### config.mk
export PLATFORM = sky130hd
export DESIGN_NAME = modbus_bit_read_responder
export DESIGN_NICKNAME = d
export VERILOG_FILES = /design/src/hdl/bit_read_pkg.sv /design/src/hdl/status_pack_if.sv /design/src/hdl/modbus_bit_read_responder.sv /design/src/hdl/status_packer.sv
export SDC_FILE = /design/constraint.sdc
export NUM_CORES = 1
export LEC_CHECK = 0
export ABC_AREA = 1
export BUFFER_PORTS_ARGS = -buffer_cell sky130_fd_sc_hd__buf_2
export CAP_MARGIN = 20
export CELL_PAD_IN_SITES_DETAIL_PLACEMENT = 1
export CELL_PAD_IN_SITES_GLOBAL_PLACEMENT = 2
export CORE_AREA = 8 8 171 173
export CTS_CLUSTER_DIAMETER = 60
export DETAILED_ROUTE_END_ITERATION = 8
export DIE_AREA = 0 0 179 181
export PLACE_DENSITY_LB_ADDON = 0.3
export SLEW_MARGIN = 20
export SYNTH_ARGS = -nofsm -noshare
export SYNTH_HDL_FRONTEND = slang
export SYNTH_SLANG_ARGS = --single-unit
### constraint.sdc
create_clock -name clk_sys -period 2.7 [get_ports clk_sys]
set_clock_uncertainty 0.05 [all_clocks]
set_input_delay 0.54 -clock clk_sys [delete_from_list [all_inputs] [get_ports clk_sys]]
set_output_delay 0.54 -clock clk_sys [all_outputs]
set_load 0.03 [all_outputs]
### src/hdl/bit_read_pkg.sv
// Purpose: shared constants and types of the bit-read responder
// Assumes: byte-wide protocol data units, framing done outside
// Notes: function and exception codes follow the bus protocol
package bit_read_pkg;
    // function codes handled here
    localparam logic [7:0] FUNC_READ_COILS = 8'h01;
    localparam logic [7:0] FUNC_READ_INPUTS = 8'h02;
    // exception reply marking and codes
    localparam logic [7:0] EXCEPTION_FLAG = 8'h80;
    localparam logic [7:0] EXC_ILLEGAL_FUNCTION = 8'h01;
    localparam logic [7:0] EXC_ILLEGAL_ADDRESS = 8'h02;
    // bank geometry and request layout
    localparam int BANK_BITS = 16;
    localparam logic [16:0] BANK_LIMIT = 17'h00010;
    localparam logic [15:0] QTY_MIN = 16'h0001;
    localparam logic [4:0] QTY_ONE_BYTE = 5'h08;
    localparam logic [2:0] REQ_LEN = 3'h5;
    localparam logic [2:0] IDX_FUNC = 3'h0;
    localparam logic [2:0] IDX_ADDR_HI = 3'h1;
    localparam logic [2:0] IDX_ADDR_LO = 3'h2;
    localparam logic [2:0] IDX_QTY_HI = 3'h3;
    localparam logic [2:0] IDX_QTY_LO = 3'h4;
    // reset values
    localparam logic [7:0] BYTE_RESET = 8'h00;

    typedef enum logic [1:0] {
        SRV_COLLECT = 2'b00,
        SRV_DECIDE = 2'b01,
        SRV_REPLY = 2'b10
    } srv_state_type;

    typedef enum logic [2:0] {
        CLI_FUNC = 3'b000,
        CLI_EXC = 3'b001,
        CLI_COUNT = 3'b010,
        CLI_DATA = 3'b011,
        CLI_SKIP = 3'b100
    } cli_state_type;
endpackage : bit_read_pkg

### src/hdl/status_pack_if.sv
// Purpose: carries a bit-window selection to the status packer and the packed word back
// Assumes: start and quantity already validated by the requester
// Notes: fromInputs picks the input bank, otherwise the output bank
`timescale 1ns/10ps
interface status_pack_if;
    logic fromInputs;
    logic [3:0] start;
    logic [4:0] qty;
    logic [15:0] outputsState;
    logic [15:0] inputsState;
    logic [15:0] status;

    modport requester (
        output fromInputs,
        output start,
        output qty,
        output outputsState,
        output inputsState,
        input status
    );

    modport packer (
        input fromInputs,
        input start,
        input qty,
        input outputsState,
        input inputsState,
        output status
    );
endinterface : status_pack_if

### src/hdl/modbus_bit_read_responder.sv
// Purpose: server and client handling of read-coils and read-discrete-inputs PDUs
// Assumes: PDU bytes arrive framed, with a last marker on the final byte
// Notes: server replies one request at a time; client side never stalls
`timescale 1ns/10ps

// Overview of operation
// - read coils accepted only for starting address 0 to 15, address n is output n
// - read coils quantity accepted from one to sixteen
// - coil reply echoes function one then byte count, quantity over eight rounded up
// - status bytes follow, bit zero of first byte is the starting output
// - bits beyond the requested quantity in the last byte read zero
// - read inputs accepted only for starting address 0 to 15, address n is input n
// - read inputs quantity accepted from one to sixteen
// - input reply echoes function two then byte count, quantity over eight rounded up
// - input status packed one bit each, starting input in bit zero
// - reported input bit is zero when active, one when inactive
// - client records function code of last response, top bit set on exception
// - client keeps the exception code of an exception reply for read-back
// - client stores returned status bytes into consecutive array elements
// - invalid request answered with code plus 0x80 and exception one or two
module modbus_bit_read_responder (
    // clock and reset
    input wire logic clk_sys,
    input wire logic reset,
    // live bank state
    input wire logic [15:0] digitalOutputs,
    input wire logic [15:0] digitalInputs,
    // server request stream
    input wire logic reqValid,
    input wire logic [7:0] reqByte,
    input wire logic reqLast,
    output logic reqReady,
    // server reply stream
    output logic rspValid,
    output logic [7:0] rspByte,
    output logic rspLast,
    input wire logic rspReady,
    // client response stream
    input wire logic cliValid,
    input wire logic [7:0] cliByte,
    input wire logic cliLast,
    // client results
    output logic [7:0] lastResponseFunction,
    output logic [7:0] lastExceptionCode,
    output logic arrWrite,
    output logic [7:0] arrIndex,
    output logic [7:0] arrData
);
    typedef struct packed {
        bit_read_pkg::srv_state_type srv;
        logic [4:0][7:0] req;
        logic [2:0] reqCount;
        logic reqOver;
        logic [3:0][7:0] reply;
        logic [1:0] replyIdx;
        logic [1:0] replyLen;
        logic [7:0] rspByte;
        bit_read_pkg::cli_state_type cli;
        logic [7:0] lastFunc;
        logic [7:0] lastExc;
        logic [7:0] remaining;
        logic [7:0] elemIdx;
        logic arrWrite;
        logic [7:0] arrIndex;
        logic [7:0] arrData;
    } state_type;

    state_type s_q;
    state_type s_d;

    status_pack_if pk ();

    status_packer u_packer (
        .pk(pk)
    );

    // decoded request fields, valid while deciding
    logic [7:0] reqFunc;
    logic [15:0] reqAddr;
    logic [15:0] reqQty;
    logic [16:0] reqEnd;
    logic funcKnown;
    logic addrOk;
    logic qtyOk;
    logic spanOk;
    logic frameOk;
    logic [1:0] byteCount;
    logic reqFull;
    logic windowOk;
    logic reqRejected;
    logic [7:0] reqExcCode;
    logic [7:0] replyHead;

    // transfer events and reply position, shared by the state machine and the port view
    logic reqTake;
    logic rspTake;
    logic replyDone;
    logic [1:0] nextIdx;
    logic cliDataLast;

    assign reqFunc = s_q.req[bit_read_pkg::IDX_FUNC];
    assign reqAddr = {s_q.req[bit_read_pkg::IDX_ADDR_HI], s_q.req[bit_read_pkg::IDX_ADDR_LO]};
    assign reqQty = {s_q.req[bit_read_pkg::IDX_QTY_HI], s_q.req[bit_read_pkg::IDX_QTY_LO]};
    assign reqEnd = {1'b0, reqAddr} + {1'b0, reqQty};

    // request checks; the same limits serve both banks
    assign funcKnown = (reqFunc == bit_read_pkg::FUNC_READ_COILS) ||
                       (reqFunc == bit_read_pkg::FUNC_READ_INPUTS);
    // a frame counts only with exactly five bytes; extra bytes spoil it
    assign reqFull = (s_q.reqCount == bit_read_pkg::REQ_LEN);
    assign frameOk = reqFull && !s_q.reqOver;
    assign addrOk = ({1'b0, reqAddr} < bit_read_pkg::BANK_LIMIT);
    assign qtyOk = (reqQty >= bit_read_pkg::QTY_MIN) &&
                   ({1'b0, reqQty} <= bit_read_pkg::BANK_LIMIT);
    assign spanOk = (reqEnd <= bit_read_pkg::BANK_LIMIT);
    // quantity over eight, rounded up: one or two bytes
    assign byteCount = (reqQty[4:0] <= bit_read_pkg::QTY_ONE_BYTE) ? 2'h1 : 2'h2;

    // verdict on the stored request; an unknown code outranks a bad window
    assign windowOk = frameOk && addrOk && qtyOk && spanOk;
    assign reqRejected = !(funcKnown && windowOk);
    assign reqExcCode = funcKnown ? bit_read_pkg::EXC_ILLEGAL_ADDRESS
                                  : bit_read_pkg::EXC_ILLEGAL_FUNCTION;
    // exception replies return the request code with the flag bit set
    assign replyHead = reqRejected ? (reqFunc | bit_read_pkg::EXCEPTION_FLAG) : reqFunc;

    // packer sees the stored request and the live banks
    assign pk.fromInputs = (reqFunc == bit_read_pkg::FUNC_READ_INPUTS);
    assign pk.start = reqAddr[3:0];
    assign pk.qty = reqQty[4:0];
    assign pk.outputsState = digitalOutputs;
    assign pk.inputsState = digitalInputs;

    // handshakes are combinational, data comes from flops
    assign reqReady = (s_q.srv == bit_read_pkg::SRV_COLLECT);
    assign rspValid = (s_q.srv == bit_read_pkg::SRV_REPLY);
    assign rspLast = rspValid && replyDone;

    // transfer events; the reply index stops at its length, so its wrap never shows
    assign reqTake = reqValid && reqReady;
    assign rspTake = rspValid && rspReady;
    assign replyDone = (s_q.replyIdx == s_q.replyLen);
    assign nextIdx = s_q.replyIdx + 2'h1;
    // the data byte that empties the count closes the stored block
    assign cliDataLast = (s_q.remaining == 8'h01);
    assign rspByte = s_q.rspByte;
    assign lastResponseFunction = s_q.lastFunc;
    assign lastExceptionCode = s_q.lastExc;
    assign arrWrite = s_q.arrWrite;
    assign arrIndex = s_q.arrIndex;
    assign arrData = s_q.arrData;

    // next-state logic for both the server and the client halves
    always_comb begin
        s_d = s_q;
        s_d.arrWrite = 1'b0;

        // server side
        unique case (s_q.srv)
            // gather up to five request bytes
            bit_read_pkg::SRV_COLLECT: begin
                if (reqTake) begin
                    // bytes past the fifth are taken and dropped, but mark the frame as too long
                    if (!reqFull) begin
                        s_d.req[s_q.reqCount] = reqByte;
                        s_d.reqCount = s_q.reqCount + 3'h1;
                    end else begin
                        s_d.reqOver = 1'b1;
                    end
                    if (reqLast) begin
                        s_d.srv = bit_read_pkg::SRV_DECIDE;
                    end
                end
            end

            // one cycle to judge the request and load the whole reply
            bit_read_pkg::SRV_DECIDE: begin
                s_d.replyIdx = 2'h0;
                s_d.reply[0] = replyHead;
                if (reqRejected) begin
                    // flagged code then a single exception byte; no stale status is kept
                    s_d.reply[1] = reqExcCode;
                    s_d.reply[2] = bit_read_pkg::BYTE_RESET;
                    s_d.reply[3] = bit_read_pkg::BYTE_RESET;
                    s_d.replyLen = 2'h1;
                end else begin
                    // byte count, then one or two status bytes
                    s_d.reply[1] = {6'h00, byteCount};
                    s_d.reply[2] = pk.status[7:0];
                    s_d.reply[3] = pk.status[15:8];
                    s_d.replyLen = byteCount + 2'h1;
                end
                s_d.rspByte = replyHead;
                s_d.srv = bit_read_pkg::SRV_REPLY;
            end

            // hand out reply bytes as the consumer takes them
            bit_read_pkg::SRV_REPLY: begin
                if (rspTake) begin
                    if (replyDone) begin
                        // reply finished: forget the old request before collecting anew
                        s_d.srv = bit_read_pkg::SRV_COLLECT;
                        s_d.reqCount = 3'h0;
                        s_d.reqOver = 1'b0;
                        s_d.req = '0;
                    end else begin
                        s_d.replyIdx = nextIdx;
                        s_d.rspByte = s_q.reply[nextIdx];
                    end
                end
            end

            default: begin
                s_d.srv = bit_read_pkg::SRV_COLLECT;
            end
        endcase

        // client side; a last marker always re-arms for the next response
        if (cliValid) begin
            unique case (s_q.cli)
                // first byte: the function code, top bit marks an exception
                bit_read_pkg::CLI_FUNC: begin
                    s_d.lastFunc = cliByte;
                    s_d.elemIdx = 8'h00;
                    if (cliByte[7]) begin
                        s_d.cli = bit_read_pkg::CLI_EXC;
                    end else begin
                        s_d.cli = bit_read_pkg::CLI_COUNT;
                    end
                end

                // exception code stays until the next exception replaces it
                bit_read_pkg::CLI_EXC: begin
                    s_d.lastExc = cliByte;
                    s_d.cli = bit_read_pkg::CLI_SKIP;
                end

                // byte count; zero leaves nothing to store
                bit_read_pkg::CLI_COUNT: begin
                    s_d.remaining = cliByte;
                    if (cliByte == 8'h00) begin
                        s_d.cli = bit_read_pkg::CLI_SKIP;
                    end else begin
                        s_d.cli = bit_read_pkg::CLI_DATA;
                    end
                end

                bit_read_pkg::CLI_DATA: begin
                    // one status byte per array element, in arrival order
                    s_d.arrWrite = 1'b1;
                    s_d.arrIndex = s_q.elemIdx;
                    s_d.arrData = cliByte;
                    s_d.elemIdx = s_q.elemIdx + 8'h01;
                    s_d.remaining = s_q.remaining - 8'h01;
                    if (cliDataLast) begin
                        s_d.cli = bit_read_pkg::CLI_SKIP;
                    end
                end

                // bytes past the count are ignored until the last marker
                bit_read_pkg::CLI_SKIP: begin
                    s_d.cli = bit_read_pkg::CLI_SKIP;
                end
                default: begin
                    s_d.cli = bit_read_pkg::CLI_FUNC;
                end
            endcase
            if (cliLast) begin
                s_d.cli = bit_read_pkg::CLI_FUNC;
            end
        end
    end

    // one register for all state; synchronous reset
    always_ff @(posedge clk_sys) begin
        if (reset) begin
            // server half
            s_q.srv <= bit_read_pkg::SRV_COLLECT;
            s_q.req <= '0;
            s_q.reqCount <= 3'h0;
            s_q.reqOver <= 1'b0;
            s_q.reply <= '0;
            s_q.replyIdx <= 2'h0;
            s_q.replyLen <= 2'h0;
            s_q.rspByte <= bit_read_pkg::BYTE_RESET;
            // client half
            s_q.cli <= bit_read_pkg::CLI_FUNC;
            s_q.lastFunc <= bit_read_pkg::BYTE_RESET;
            s_q.lastExc <= bit_read_pkg::BYTE_RESET;
            s_q.remaining <= 8'h00;
            s_q.elemIdx <= 8'h00;
            s_q.arrWrite <= 1'b0;
            s_q.arrIndex <= 8'h00;
            s_q.arrData <= 8'h00;
        end else begin
            s_q <= s_d;
        end
    end
endmodule : modbus_bit_read_responder

### src/hdl/status_packer.sv
// Purpose: packs a window of outputs or inputs into a status word, LSB first
// Assumes: start plus qty never exceeds the bank width
// Notes: purely combinational
`timescale 1ns/10ps
module status_packer (
    // selection and packed result
    status_pack_if.packer pk
);
    logic [15:0] bank;
    logic [15:0] shifted;

    // inputs report inverted: active reads zero
    assign bank = pk.fromInputs ? ~pk.inputsState : pk.outputsState;
    // requested start lands in bit zero of the first byte
    assign shifted = bank >> pk.start;

    // bits past the quantity are forced to zero, never real state
    genvar i;
    generate
        for (i = 0; i < 16; i++) begin : g_mask
            assign pk.status[i] = (5'(i) < pk.qty) ? shifted[i] : 1'b0;
        end
    endgenerate
endmodule : status_packer

==> flow_metrics.py <==
metrics = {
    "worst_setup_path": {
        "worstPathCellList": "ha_1 > fa_2 > or2_2 > nor2_1 > nand3_1 > nand2_1 > nand3_1 > nor2_1 > nand4_1 > nor3_2 > buf_4 > nand2_1 > a21oi_1",
        "critical_path_buf_inv_count": 1,
        "critical_path.slowest_cell": "fa_2",
        "path_delay_family": "simple AND/OR/NAND/NOR gates",
        "critPathMaxStageDelay_ps": 430,
        "cp.required_ps": 3000,
        "path_max_fanout": 5,
        "worst_setup_path_start_kind": "flop",
        "crit_type": "flop to flop",
        "arrival_ps": 2790,
        "crit_path_end_kind": "flop",
    },
    "power_and_ir_drop": {
        "leakage_nw": 4.585,
        "p_per_area_nw_per_um2": 555.1,
        "peakVddDrop_v": 0.0004476,
    },
    "clock_network": {
        "cts-root-buf": "clkbuf_16",
        "clkTransAtPathRegs_ps": 60,
        "clk_path_buf_depth": 2,
        "htree_levels": 4,
        "cts_hold_buf": 0,
        "cts_buffers": 17,
        "post_cts_buffers": 0,
        "cts_tree": "built",
        "insertion_delay_ps": 430,
        "cts_sinks": 136,
    },
    "yosys": {
        "synth_top_area_share_pct": 32.50,
        "synthFlopType": "dfxtp_1",
        "async_flop_share_pct": 0,
        "synth_cell_types": 46,
        "yosysMostFrequentCell": "nand2_1",
        "ys_seq_area_share_pct": 32.50,
        "ys_ff_latch": 136,
        "synth_area_leader_cell": "dfxtp_1",
        "synthTopCellsByCount": "nand2_1 (360), inv_1 (144), nand3_1 (144), a21oi_1 (136), dfxtp_1 (136)",
        "synth_edf_count": 0,
        "synth_area_leaders": "dfxtp_1 (32%), nand2_1 (16%), nand3_1 (8.6%)",
        "netlist_instances": 1323,
        "yosys_warnings": 0,
        "avgSynthCellArea_sq_um": 6.333,
        "synthesis.nets": 1400,
        "synth.cell_area_sq_um": 8378,
    },
    "timing": {
        "finalCriticalPeriod_ps": 2489,
        "slew_headroom_pct": 42.82,
        "hold_viol_final": 0,
        "rsz0062_at_grt": "yes",
        "timing.final.crit_share_pct": 92.18,
        "max_freq_ghz": 0.4018,
        "setup_viol": 0,
        "worst_pin_slew_ps": 854.5,
        "hold_ws_ps": 321.4,
        "finalMaxSlewViolations": 0,
    },
    "grt": {
        "grt_max_degree": 82,
        "use_met2_pct": 27.57,
        "grt_pass1_vias": 8923,
        "met1_usage_pct": 24.65,
        "grt-ovfl-total": 0,
        "grt_busiest_layer": "met2",
        "grt_pass1_wl_mm": 47.15,
        "use_met3_pct": 3.420,
        "grt_usage_pct": 17.73,
        "antenna_found_initial": 1,
    },
    "cells_and_area": {
        "layout.nets": 1472,
        "area_growth_pct": 16.80,
        "layout.cells.non_filler": 1749,
        "layout-drive-gt1-share_pct": 14.84,
        "diodes": 0,
        "fillers": 3497,
    },
    "drt": {
        "via_per_inst": 4.947,
        "first_pass_iters": 4,
        "routed_wl_mm": 28.50,
        "drc": 0,
        "num_vias": 8652,
        "drt-initial-drc-count": 474,
        "ant_nets": 0,
        "post_drt_wl_per_cell_microns": 16.29,
    },
    "place": {
        "gp_congestion": 0.8444,
        "port_buffers": 98,
        "place_hpwl_mm": 21.97,
        "dp.cells": 1717,
    },
    "floorplanning": {
        "fp.dieH_microns": 181,
        "boundaryPins": 99,
        "die-area_sq_um": 32400,
        "num_rows": 60,
        "initial_core_util_pct": 31.61,
        "fp.coreArea_sq_um": 26500,
        "fp.dieW_microns": 179,
    },
    "outcome": {
        "outcome": "complete, no violations",
    },
    "worst_hold_path": {
        "hold_path.class": "primary input to flop",
    },
    "job": {
        "max_cap_violations": 0,
    },
}
-- cells in the final DEF (no fill, tap or decap), drive strengths merged, types with 15 or more instances in the layout --
| cell type | n |
|---|---|
| ha | 21 |
| a21oi | 141 |
| o21ai | 76 |
| nor2 | 135 |
| clkbuf | 19 |
| dfxtp | 136 |
| nand2 | 364 |
| inv | 155 |
| nand3 | 144 |
| nor3 | 15 |
| buf | 134 |
-- registers in the layout (all words and copies together) (netlist names) --
signal / cells
arrData: 8
arrIndex: 8
arrWrite: 1
lastExceptionCode: 8
lastResponseFunction: 8
pk.qty: 5
pk.start: 4
reqAddr: 12
reqFunc: 8
reqQty: 11
rspByte: 8
s_q: 55
-- worst min-delay path, delay by kind of cell --
family / cells / cell delay, ps
buffers and inverters: 1 / 100
AND/OR/NAND/NOR: 2 / 110
-- worst paths after layout --
| kind | start | to | slack [ps] | depth (start not counted) |
|---|---|---|---|---|
| max reg2reg | pk.qty[0] | s_q[86] | 210 | 13 |
| max | pk.qty[0] | s_q[86] | 210 | 13 |
| min | reqLast | s_q[140] | 320 | 3 |
| min reg2reg | reqFunc[6] | reqFunc[6] | 410 | 2 |
-- report_power, final --
part	internal (mW)	switching, mW	total [mW]	leakage [nW]
sequential	2.06	0.0419	2.11	1.10
clock	1.58	0.967	2.55	0.309
combinational	0.242	0.532	0.774	3.17
total	3.89	1.54	5.43	4.58
-- kinds of logic after synthesis --
family                     share of synthesized area [%]
and+or+nand+nor                                    35.77
muxes                                             0.1195
AOI/OAI and AO/OA                                  14.99
DFF                                                32.50
adders and majority gates                          3.375
buffers and inverters                              12.54
xor gates and xnor gates                          0.7020
-- per-stage QoR --
| stage | instance area, sq um | setup slack [ps] | util [%] | total power [mW] | setup TNS (ps) |
|---|---|---|---|---|---|
| detailed placement | 9112 | 39.24 | 34.39 | 2.924 | 0 |
| global route | 9786 | -34.74 | 36.93 | 5.659 | -202.1 |
| finish | 9786 | 211.2 | 36.93 | 5.432 | 0 |
| global placement | 9112 | 66.34 | 34.39 | 2.921 | 0 |
| CTS | 9746 | 11.98 | 36.78 | 5.474 | 0 |
| floorplan | 8378 | 435.3 | - | 2.676 | 0 |
-- layout make-up --
cell class              count  area, sq um  area share (%)
clock buffers              19        442.9           4.526
clock inverters            13        190.2           1.943
inverters                 153        576.8           5.894
multi-input cells         953         4652           47.54
flip-flops and latches    136         2724           27.84
well taps                 341        426.7           4.360
repair buffers            134        773.2           7.902
-- per-layer routing --
metal  share of wire (%)  routed length, microns
met1                  51                   14440
met5               0.028                       8
met2                  44                   12510
met3                 4.2                    1193
met4                 1.2                     350
-- timing repair --
| action | in CTS | in global routing |
|---|---|---|
| setup endpoints to repair | 0 | 18 |
| hold endpoints to repair | 0 | 0 |
| resized for setup | 0 | 13 |
No activity file was read; power rests on OpenSTA's default activity.
